**src/pfhc_regs.svh**
```systemverilog
/*
 * Constants for the parallel flash host controller: APB offsets, control
 * fields, command words and pin timing counts.
 * Assumes pclk at 25 MHz and a byte-wide asynchronous flash on the pins.
 */
`ifndef PFHC_REGS_SVH
`define PFHC_REGS_SVH

// APB register offsets
`define PFHC_CTRL_OFS 12'h000
`define PFHC_ADDR_OFS 12'h004
`define PFHC_WDATA_OFS 12'h008
`define PFHC_RDATA_OFS 12'h00c
`define PFHC_STATUS_OFS 12'h010

// Control fields
`define PFHC_CTRL_OP_LSB 0
`define PFHC_CTRL_GO_BIT 3
`define PFHC_CTRL_HV_BIT 4
`define PFHC_CTRL_ABORT_BIT 5
`define PFHC_CTRL_RST 32'h0000_0000

// Status fields
`define PFHC_ST_BUSY_BIT 0
`define PFHC_ST_READY_BIT 1
`define PFHC_ST_REISSUE_BIT 2
`define PFHC_ST_HV_BIT 3

// Command words
`define PFHC_UNLOCK_A1 20'h05555
`define PFHC_UNLOCK_A2 20'h02aaa
`define PFHC_UNLOCK_D1 8'haa
`define PFHC_UNLOCK_D2 8'h55
`define PFHC_CMD_SETUP 8'h80
`define PFHC_CMD_ERASE 8'h10
`define PFHC_CMD_PROG 8'ha0
`define PFHC_CMD_LOCK 8'h40
`define PFHC_CMD_ID_ENTRY 8'h90
`define PFHC_CMD_ID_EXIT 8'hf0
`define PFHC_BOOT_LAST 20'h03fff
`define PFHC_LOCK_STATUS_ADDR 20'h00002

// Timing
`define PFHC_CLK_NS 40
`define PFHC_GLITCH_NS 15
`define PFHC_ACCESS_NS 110
`define PFHC_RESET_NS 500
`define PFHC_STROBE_CYC ((`PFHC_GLITCH_NS + `PFHC_CLK_NS - 1) / `PFHC_CLK_NS + 1)
`define PFHC_READ_CYC ((`PFHC_ACCESS_NS + `PFHC_CLK_NS - 1) / `PFHC_CLK_NS + 2)
`define PFHC_RESET_CYC ((`PFHC_RESET_NS + `PFHC_CLK_NS - 1) / `PFHC_CLK_NS)

`endif

```
**src/pfhc_pkg.sv**
```systemverilog
/*
 * Types for the parallel flash host controller.
 * Assumes nothing beyond a SystemVerilog compiler.
 */
package pfhc_pkg;
    typedef enum logic [2:0] {
        PFHC_OP_READ = 3'b000,
        PFHC_OP_PROG = 3'b001,
        PFHC_OP_ERASE = 3'b010,
        PFHC_OP_LOCK = 3'b011,
        PFHC_OP_ID_ENTRY = 3'b100,
        PFHC_OP_ID_EXIT = 3'b101,
        PFHC_OP_ID_EXIT1 = 3'b110,
        PFHC_OP_RESET = 3'b111
    } pfhc_op_e;

    typedef enum logic [2:0] {
        PFHC_S_IDLE = 3'b000,
        PFHC_S_WORD = 3'b001,
        PFHC_S_WAIT = 3'b010,
        PFHC_S_POLL = 3'b011,
        PFHC_S_POLLW = 3'b100,
        PFHC_S_RST = 3'b101
    } pfhc_state_e;

    typedef enum logic [1:0] {
        PFHC_C_IDLE = 2'b00,
        PFHC_C_SETUP = 2'b01,
        PFHC_C_STROBE = 2'b10,
        PFHC_C_HOLD = 2'b11
    } pfhc_cyc_e;
endpackage

```
**src/pfhc_bus_cycle.sv**
```systemverilog
/*
 * One flash bus cycle, write or read, on the flash pins.
 * Assumes start only while idle and data_sync already synchronised.
 */
`timescale 1ns/10ps
`include "pfhc_regs.svh"

module pfhc_bus_cycle import pfhc_pkg::*; (
    input wire logic pclk,
    input wire logic presetn,
    input wire logic start,
    input wire logic is_write,
    input wire logic [19:0] addr,
    input wire logic [7:0] wdata,
    input wire logic [7:0] data_sync,
    output logic done,
    output logic [7:0] rdata,
    output logic [19:0] byte_address_lines,
    output logic chip_select_n,
    output logic output_gate_n,
    output logic write_strobe_n,
    output logic [7:0] data_lines_o,
    output logic data_lines_oe
);
    pfhc_cyc_e st_reg, st_next;
    logic [2:0] cnt_reg, cnt_next;
    logic wr_reg, wr_next;
    logic [19:0] addr_reg, addr_next;
    logic [7:0] wd_reg, wd_next;
    logic [7:0] rd_reg, rd_next;
    logic ce_reg, ce_next, oe_reg, oe_next, we_reg, we_next, drv_reg, drv_next;

    ////////////////////////////////////////////////////////////////////////
    always_comb begin
        st_next = st_reg;
        cnt_next = cnt_reg;
        wr_next = wr_reg;
        addr_next = addr_reg;
        wd_next = wd_reg;
        rd_next = rd_reg;
        ce_next = ce_reg;
        oe_next = oe_reg;
        we_next = we_reg;
        drv_next = drv_reg;
        case (st_reg)
            PFHC_C_IDLE: begin
                if (start) begin
                    // Address settles before any strobe falls
                    st_next = PFHC_C_SETUP;
                    wr_next = is_write;
                    addr_next = addr;
                    wd_next = wdata;
                    ce_next = 1'b0;
                    oe_next = 1'b1;
                    we_next = 1'b1;
                    drv_next = is_write;
                end
            end
            PFHC_C_SETUP: begin
                st_next = PFHC_C_STROBE;
                cnt_next = 3'h0;
                if (wr_reg) begin
                    we_next = 1'b0; // Gate held high while strobing
                end else begin
                    oe_next = 1'b0; // Strobe high, gate low: array read
                end
            end
            PFHC_C_STROBE: begin
                cnt_next = cnt_reg + 3'h1;
                // Strobe far longer than the noise filter window
                if (wr_reg && cnt_reg == 3'(`PFHC_STROBE_CYC - 1)) begin
                    we_next = 1'b1;
                    st_next = PFHC_C_HOLD;
                end else if (!wr_reg && cnt_reg == 3'(`PFHC_READ_CYC - 1)) begin
                    rd_next = data_sync;
                    oe_next = 1'b1;
                    st_next = PFHC_C_HOLD;
                end
            end
            PFHC_C_HOLD: begin
                // Data held past the rising strobe edge that latches it
                ce_next = 1'b1;
                drv_next = 1'b0;
                st_next = PFHC_C_IDLE;
            end
            default: st_next = PFHC_C_IDLE;
        endcase
    end

    always_ff @(posedge pclk or negedge presetn) begin
        if (!presetn) begin
            st_reg <= PFHC_C_IDLE;
            cnt_reg <= 3'h0;
            wr_reg <= 1'b0;
            addr_reg <= 20'h00000;
            wd_reg <= 8'h00;
            rd_reg <= 8'h00;
            ce_reg <= 1'b1;
            oe_reg <= 1'b1;
            we_reg <= 1'b1;
            drv_reg <= 1'b0;
        end else begin
            st_reg <= st_next;
            cnt_reg <= cnt_next;
            wr_reg <= wr_next;
            addr_reg <= addr_next;
            wd_reg <= wd_next;
            rd_reg <= rd_next;
            ce_reg <= ce_next;
            oe_reg <= oe_next;
            we_reg <= we_next;
            drv_reg <= drv_next;
        end
    end

    assign done = (st_reg == PFHC_C_HOLD);
    assign rdata = rd_reg;
    assign byte_address_lines = addr_reg;
    assign chip_select_n = ce_reg;
    assign output_gate_n = oe_reg;
    assign write_strobe_n = we_reg;
    assign data_lines_o = wd_reg;
    assign data_lines_oe = drv_reg;
endmodule

```
**src/pfhc_host.sv**
```systemverilog
/*
 * Host controller for a byte-wide asynchronous flash: APB registers take
 * orders, command sequences and polling run on the flash pins.
 * Assumes one clock pclk at 25 MHz; flash inputs arrive asynchronously.
 */
`timescale 1ns/10ps
`include "pfhc_regs.svh"

module pfhc_host import pfhc_pkg::*; (
    input wire logic pclk,
    input wire logic presetn,
    input wire logic psel,
    input wire logic penable,
    input wire logic pwrite,
    input wire logic [11:0] paddr,
    input wire logic [31:0] pwdata,
    output logic [31:0] prdata,
    output logic pready,
    output logic pslverr,
    output logic [19:0] byte_address_lines,
    output logic chip_select_n,
    output logic output_gate_n,
    output logic write_strobe_n,
    output logic flash_reset_n,
    output logic reset_override_en,
    output logic [7:0] data_lines_o,
    output logic data_lines_oe,
    input wire logic [7:0] data_lines_i,
    input wire logic done_flag_i
);
    pfhc_state_e st_reg, st_next;
    pfhc_op_e op_reg, op_next;
    logic [2:0] step_reg, step_next;
    logic [19:0] addr_reg, addr_next;
    logic [7:0] wdata_reg, wdata_next, rdata_reg, rdata_next;
    logic hv_reg, hv_next, reissue_reg, reissue_next;
    logic prev6_reg, prev6_next, have_prev_reg, have_prev_next;
    logic [4:0] rcnt_reg, rcnt_next;
    logic [7:0] dq_s1_reg, dq_s2_reg;
    logic rdy_s1_reg, rdy_s2_reg;
    logic cyc_start, cyc_write, cyc_done;
    logic [19:0] cyc_addr;
    logic [7:0] cyc_wdata, cyc_rdata;
    logic [28:0] word;
    logic wr_acc, mapped;

    // Returns {last, address, data} of one step of a command sequence
    function automatic logic [28:0] seq_word(input pfhc_op_e op, input logic [2:0] step,
                                             input logic [19:0] ua, input logic [7:0] ud);
        logic [7:0] code;
        code = `PFHC_CMD_ID_ENTRY;
        if (op == PFHC_OP_READ) begin
            return {1'b1, ua, 8'h00};
        end
        if (op == PFHC_OP_ID_EXIT1) begin
            return {1'b1, ua, `PFHC_CMD_ID_EXIT}; // Single-write exit
        end
        if (op == PFHC_OP_ERASE) begin
            code = `PFHC_CMD_ERASE;
        end else if (op == PFHC_OP_LOCK) begin
            code = `PFHC_CMD_LOCK;
        end else if (op == PFHC_OP_ID_EXIT) begin
            code = `PFHC_CMD_ID_EXIT;
        end
        // Unlock pair, then command code
        case (step)
            3'h0: return {1'b0, `PFHC_UNLOCK_A1, `PFHC_UNLOCK_D1};
            3'h1: return {1'b0, `PFHC_UNLOCK_A2, `PFHC_UNLOCK_D2};
            3'h2: begin
                if (op == PFHC_OP_PROG) begin
                    return {1'b0, `PFHC_UNLOCK_A1, `PFHC_CMD_PROG};
                end else if (op == PFHC_OP_ERASE || op == PFHC_OP_LOCK) begin
                    return {1'b0, `PFHC_UNLOCK_A1, `PFHC_CMD_SETUP};
                end
                return {1'b1, `PFHC_UNLOCK_A1, code};
            end
            3'h3: begin
                if (op == PFHC_OP_PROG) begin
                    return {1'b1, ua, ud}; // Fourth write carries target
                end
                return {1'b0, `PFHC_UNLOCK_A1, `PFHC_UNLOCK_D1};
            end
            3'h4: return {1'b0, `PFHC_UNLOCK_A2, `PFHC_UNLOCK_D2};
            default: return {1'b1, `PFHC_UNLOCK_A1, code};
        endcase
    endfunction

    ////////////////////////////////////////////////////////////////////////
    // Pin synchronisers; only the second stage is read
    always_ff @(posedge pclk or negedge presetn) begin
        if (!presetn) begin
            dq_s1_reg <= 8'hff;
            dq_s2_reg <= 8'hff;
            rdy_s1_reg <= 1'b1;
            rdy_s2_reg <= 1'b1;
        end else begin
            dq_s1_reg <= data_lines_i;
            dq_s2_reg <= dq_s1_reg;
            rdy_s1_reg <= done_flag_i;
            rdy_s2_reg <= rdy_s1_reg;
        end
    end

    ////////////////////////////////////////////////////////////////////////
    // APB slave, zero wait states
    assign pready = 1'b1;
    assign wr_acc = psel && penable && pwrite;
    assign mapped = (paddr == `PFHC_CTRL_OFS) || (paddr == `PFHC_ADDR_OFS) ||
                    (paddr == `PFHC_WDATA_OFS) || (paddr == `PFHC_RDATA_OFS) ||
                    (paddr == `PFHC_STATUS_OFS);
    assign pslverr = psel && penable && !mapped;

    always_comb begin
        prdata = 32'h0000_0000;
        case (paddr)
            `PFHC_CTRL_OFS: prdata = {27'h0, hv_reg, 1'b0, 3'(op_reg)};
            `PFHC_ADDR_OFS: prdata = {12'h000, addr_reg};
            `PFHC_WDATA_OFS: prdata = {24'h000000, wdata_reg};
            `PFHC_RDATA_OFS: prdata = {24'h000000, rdata_reg};
            `PFHC_STATUS_OFS: prdata = {28'h0, hv_reg, reissue_reg, rdy_s2_reg,
                                        st_reg != PFHC_S_IDLE};
            default: prdata = 32'h0000_0000;
        endcase
    end

    ////////////////////////////////////////////////////////////////////////
    // Sequencer
    assign word = seq_word(op_reg, step_reg, addr_reg, wdata_reg);

    always_comb begin
        st_next = st_reg;
        op_next = op_reg;
        step_next = step_reg;
        addr_next = addr_reg;
        wdata_next = wdata_reg;
        rdata_next = rdata_reg;
        hv_next = hv_reg;
        reissue_next = reissue_reg;
        prev6_next = prev6_reg;
        have_prev_next = have_prev_reg;
        rcnt_next = rcnt_reg;
        cyc_start = 1'b0;
        cyc_write = 1'b1;
        cyc_addr = word[27:8];
        cyc_wdata = word[7:0];
        if (wr_acc && st_reg == PFHC_S_IDLE) begin
            if (paddr == `PFHC_ADDR_OFS) begin
                addr_next = pwdata[19:0];
            end
            if (paddr == `PFHC_WDATA_OFS) begin
                wdata_next = pwdata[7:0];
            end
        end
        if (wr_acc && paddr == `PFHC_CTRL_OFS) begin
            // Override voltage switch; lockout returns once dropped
            hv_next = pwdata[`PFHC_CTRL_HV_BIT];
        end
        case (st_reg)
            PFHC_S_IDLE: begin
                if (wr_acc && paddr == `PFHC_CTRL_OFS && pwdata[`PFHC_CTRL_GO_BIT]) begin
                    op_next = pfhc_op_e'(pwdata[`PFHC_CTRL_OP_LSB +: 3]);
                    step_next = 3'h0;
                    reissue_next = 1'b0;
                    rcnt_next = 5'h00;
                    st_next = (pwdata[`PFHC_CTRL_OP_LSB +: 3] == 3'(PFHC_OP_RESET)) ?
                              PFHC_S_RST : PFHC_S_WORD;
                end
            end
            PFHC_S_WORD: begin
                cyc_start = 1'b1;
                cyc_write = (op_reg != PFHC_OP_READ);
                st_next = PFHC_S_WAIT;
            end
            PFHC_S_WAIT: begin
                if (cyc_done) begin
                    if (op_reg == PFHC_OP_READ) begin
                        rdata_next = cyc_rdata; // 00002H in ID mode gives lockout
                        st_next = PFHC_S_IDLE;
                    end else if (!word[28]) begin
                        step_next = step_reg + 3'h1;
                        st_next = PFHC_S_WORD;
                    end else if (op_reg == PFHC_OP_PROG || op_reg == PFHC_OP_ERASE ||
                                 op_reg == PFHC_OP_LOCK) begin
                        have_prev_next = 1'b0;
                        st_next = PFHC_S_POLL;
                    end else begin
                        st_next = PFHC_S_IDLE;
                    end
                end
            end
            PFHC_S_POLL: begin
                // Read back the last loaded address while self-timed work runs
                cyc_start = 1'b1;
                cyc_write = 1'b0;
                cyc_addr = addr_reg;
                st_next = PFHC_S_POLLW;
            end
            PFHC_S_POLLW: begin
                if (cyc_done) begin
                    prev6_next = cyc_rdata[6];
                    have_prev_next = 1'b1;
                    // Finished when bit six stops toggling and flag released
                    if (have_prev_reg && cyc_rdata[6] == prev6_reg && rdy_s2_reg) begin
                        rdata_next = cyc_rdata;
                        st_next = PFHC_S_IDLE;
                    end else begin
                        st_next = PFHC_S_POLL;
                    end
                end
            end
            PFHC_S_RST: begin
                rcnt_next = rcnt_reg + 5'h01;
                if (rcnt_reg == 5'(`PFHC_RESET_CYC - 1)) begin
                    rcnt_next = 5'h00;
                    // Interrupted program or erase is started again
                    if (op_reg == PFHC_OP_PROG || op_reg == PFHC_OP_ERASE ||
                        op_reg == PFHC_OP_LOCK) begin
                        step_next = 3'h0;
                        reissue_next = 1'b1;
                        st_next = PFHC_S_WORD;
                    end else begin
                        st_next = PFHC_S_IDLE;
                    end
                end
            end
            default: st_next = PFHC_S_IDLE;
        endcase
        // Abort only between pin cycles so no strobe is cut short
        if (wr_acc && paddr == `PFHC_CTRL_OFS && pwdata[`PFHC_CTRL_ABORT_BIT] &&
            st_reg == PFHC_S_POLL) begin
            // No poll read is launched into the reset pulse
            cyc_start = 1'b0;
            rcnt_next = 5'h00;
            st_next = PFHC_S_RST;
        end
    end

    always_ff @(posedge pclk or negedge presetn) begin
        if (!presetn) begin
            st_reg <= PFHC_S_IDLE;
            op_reg <= PFHC_OP_READ;
            step_reg <= 3'h0;
            addr_reg <= 20'h00000;
            wdata_reg <= 8'hff;
            rdata_reg <= 8'h00;
            hv_reg <= 1'b0;
            reissue_reg <= 1'b0;
            prev6_reg <= 1'b0;
            have_prev_reg <= 1'b0;
            rcnt_reg <= 5'h00;
        end else begin
            st_reg <= st_next;
            op_reg <= op_next;
            step_reg <= step_next;
            addr_reg <= addr_next;
            wdata_reg <= wdata_next;
            rdata_reg <= rdata_next;
            hv_reg <= hv_next;
            reissue_reg <= reissue_next;
            prev6_reg <= prev6_next;
            have_prev_reg <= have_prev_next;
            rcnt_reg <= rcnt_next;
        end
    end

    ////////////////////////////////////////////////////////////////////////
    // Flash reset held low for a fixed time, pins idle meanwhile
    assign flash_reset_n = (st_reg != PFHC_S_RST);
    assign reset_override_en = hv_reg;

    pfhc_bus_cycle u_cycle (
        .pclk(pclk),
        .presetn(presetn),
        .start(cyc_start),
        .is_write(cyc_write),
        .addr(cyc_addr),
        .wdata(cyc_wdata),
        .data_sync(dq_s2_reg),
        .done(cyc_done),
        .rdata(cyc_rdata),
        .byte_address_lines(byte_address_lines),
        .chip_select_n(chip_select_n),
        .output_gate_n(output_gate_n),
        .write_strobe_n(write_strobe_n),
        .data_lines_o(data_lines_o),
        .data_lines_oe(data_lines_oe)
    );
endmodule

```
**config.mk**
```make
export PLATFORM = sky130hd
export DESIGN_NAME = pfhc_host
export DESIGN_NICKNAME = d
export VERILOG_FILES = /design/src/pfhc_pkg.sv /design/src/pfhc_bus_cycle.sv /design/src/pfhc_host.sv
export VERILOG_INCLUDE_DIRS = /design/src
export SDC_FILE = /design/constraint.sdc
export NUM_CORES = 1
export LEC_CHECK = 0
export BUFFER_PORTS_ARGS = -buffer_cell sky130_fd_sc_hd__buf_2
export CAP_MARGIN = 15
export CORE_MARGIN = 2
export CORE_UTILIZATION = 55
export DETAILED_ROUTE_END_ITERATION = 6
export PLACE_DENSITY = 0.8
export SETUP_SLACK_MARGIN = 0.02
export SYNTH_ARGS = -nofsm -noshare
export SYNTH_HDL_FRONTEND = slang
export SYNTH_HIERARCHICAL = 1
export SYNTH_SLANG_ARGS = --single-unit
```
**constraint.sdc**
```tcl
create_clock -name pclk -period 5.85 [get_ports pclk]
set_input_delay 0.585 -clock pclk [delete_from_list [all_inputs] [get_ports pclk]]
set_output_delay 0.585 -clock pclk [all_outputs]
set_load 0.02 [all_outputs]
```
==> results.json <==
{
  "run_status": "finished, final reports clean",
  "hpwl_um": 10100,
  "drt-vias-per-instance": 5.92,
  "diodes": 0,
  "ff_latch_area_um2": 2990,
  "rsz0062_at_grt": "no",
  "crit_path_end_kind": "flip-flop",
  "fin_crit_sh": 0.562,
  "avgSynthCellArea_um2": 11.5,
  "grt_pass1_vias": 4681,
  "cp_cell_sequence": "buf_2, or4_1, nor4_2, buf_4, and3_1, a311oi_1, nand2_1, buf_4, mux2_2",
  "yosys_warnings": 6,
  "synth.ff_latch_count": 118,
  "io_pins": 126,
  "cts_made_buffers": 17,
  "fp.coreArea_um2": 10700,
  "tritoncts": "yes",
  "post-route-min-period_ns": 3.29,
  "relSlewSlack": 0.350,
  "first_pass_iters": 4,
  "post-route-drc-count": 0,
  "report.final.hold_viol_count": 0,
  "cap_violations": 0,
  "worstSetupPathType": "input port to flip-flop",
  "synth-edff-count": 0,
  "grt_max_degree": 63,
  "finalPower_w": 0.00269,
  "crit_path_frequent_cell": "buf_4",
  "die_h_um": 109,
  "cts-root-buf": "clkbuf_8",
  "initial_core_util": 0.561,
  "cts.path.max_buffers": 2,
  "ir_drop_mv": 0.257,
  "ctsHoldBuffers": 0,
  "port_buffers": 100,
  "crit_arrival_ns": 3.70,
  "cts.clk_slew.worst_paths_ns": 0.06,
  "drive_gt1_frac": 0.409,
  "fillers": 820,
  "p_per_area_nw_per_um2": 374,
  "drt_wl_total_um": 14800,
  "async_flop_share": 1.00,
  "skew_ns": 0.00644,
  "die_w_um": 109,
  "p_leak_nw": 3.67,
  "grtUsageTotal": 0.268,
  "drtIter0Drc": 323,
  "synth_seq_area_share": 0.496,
  "cts.sinks": 118,
  "multi_input_area_um2": 2800,
  "drtAntennaViolNets": 0,
  "syn_area_um2": 6020,
  "cts_resized": 0,
  "worst-path-max-fanout": 18,
  "synth.distinct_cells": 60,
  "critPathMaxStageDelay_ns": 0.69,
  "area_delta_synth_final_pct": 19.3,
  "timing.setup.tns_ns": 0,
  "hp-class": "input port to async pin",
  "cts_setup_buffers": 0,
  "grt_pass1_wl_um": 23900,
  "max_freq_mhz": 304,
  "fp-row-count": 38,
  "cp_slowest_cell": "nand2_1",
  "synth_cells": 524,
  "die-area_um2": 11800,
  "tightest_slew_ns": 0.972,
  "gp_congestion": 0.951,
  "synth_ff_type": "dfrtp_1",
  "dr_total_vias": 4594,
  "htreeDepth": 4,
  "fin_nets": 697,
  "cp-start-kind": "input port",
  "utilization": 0.669,
  "hold_ws_ns": 0.106,
  "worstSkewPairLatency_ns": 0.53,
  "cp.required_ns": 6.26,
  "drv_slew": 0,
  "setup_viol": 0,
  "overflow": 0,
  "antenna_found_initial": 0,
  "routedWlPerCell_um": 19.1,
  "rr_worst_depth": 9
}
==> routing by layer <==
layer / global-route usage / part of all wire
met1: 0.336 / 0.41
met2: 0.429 / 0.48
met3: 0.0765 / 0.081
met4: 0.131 / 0.030
met5: 0 / 0
==> critical path: cells and delay by family <==
| kind | cells | cell delay, ns |
|---|---|---|
| multiplexers | 1 | 0.37 |
| AND/OR/NAND/NOR | 4 | 1.79 |
| AO/OA/AOI/OAI | 1 | 0.23 |
| buffers and inverters | 3 | 0.71 |
==> power by group <==
group | internal [W] | switching (W) | total [W]
Clock | 0.000645 | 0.000393 | 0.00104
Combinational | 0.000256 | 0.000327 | 0.000582
Sequential | 0.000950 | 0.000116 | 0.00107
==> per-stage QoR <==
step | cell area, um^2 | worst slack (ns) | std cells
floorplan | 6060 | 2.91 | 535
global placement | 6590 | 2.09 | 744
detailed placement | 6590 | 1.99 | 744
CTS | 7190 | 2.54 | 776
global route | 7190 | 2.39 | 776
finish | 7190 | 2.56 | 776
==> final cells by class <==
cell class                 instances  share of cell area
clock buffer                      20              0.0634
clock inverter                    12              0.0197
inverter                          24              0.0125
multi-input combinational        357               0.389
sequential                       118               0.416
tap                              140              0.0244
timing repair buffer             105              0.0752
==> logic make-up (layout without fill, tap and decap cells) <==
kind of cell | Yosys count | in the layout | synth area share
compound gates | 111 | 111 | 0.123
xor+xnor | 3 | 3 | 0.00436
fa+ha+maj | 16 | 16 | 0.0332
buf+inv | 60 | 161 | 0.0484
flops | 118 | 118 | 0.496
mux | 91 | 91 | 0.181
other cells | 2 | 13 | 0.00125
simple gates | 123 | 123 | 0.113
==> placed cells by master (no fill, tap or decap), types with 5 or more instances in the layout <==
| cell | instances |
|---|---|
| conb_1 | 13 |
| a22o_1 | 6 |
| mux2_2 | 72 |
| dfrtp_1 | 89 |
| o21a_1 | 5 |
| a21o_1 | 16 |
| nand2b_1 | 5 |
| ha_1 | 16 |
| a21oi_1 | 23 |
| buf_4 | 6 |
| o22ai_1 | 6 |
| buf_2 | 99 |
| o21ai_0 | 23 |
| nand2_1 | 20 |
| inv_1 | 24 |
| nand3_1 | 15 |
| nor2_1 | 22 |
| dfstp_2 | 29 |
| mux2_4 | 10 |
| clkbuf_16 | 16 |
| nor2b_1 | 8 |
| and2_1 | 7 |
| mux2i_1 | 6 |
| and3_1 | 16 |
| nor3_1 | 9 |
==> path summary, 6_finish.rpt <==
kind / start / endpoint / slack (ns)
setup / recovery: paddr[7] / u_cycle/wr_reg / 2.56
hold / removal: presetn / u_cycle/st_reg[1] / 0.11
setup reg to reg: step_reg[2] / u_cycle/byte_address_lines[11] / 2.94
hold reg to reg: rdy_s1_reg / rdy_s2_reg / 0.35
max in group asynchronous: presetn / rcnt_reg[3] / 4.46
min in group pclk: data_lines_i[5] / dq_s1_reg[5] / 0.15
==> synth_stat cells, types with 7 or more instances <==
master / n / share of area
and3_1: 16 / 0.017
mux2_4: 10 / 0.025
clkbuf_1: 16 / 0.010
nand3_1: 15 / 0.012
buf_4: 14 / 0.017
nand2_1: 20 / 0.012
mux2_2: 72 / 0.13
dfstp_2: 29 / 0.13
nor2b_1: 8 / 0.0083
dfrtp_1: 89 / 0.37
nor2_1: 22 / 0.014
a21oi_1: 23 / 0.019
ha_1: 16 / 0.033
o21ai_0: 23 / 0.019
nor3_1: 10 / 0.0083
and2_1: 7 / 0.0073
inv_1: 24 / 0.015
a21o_1: 16 / 0.020
No activity file was read; power rests on OpenSTA's default activity.
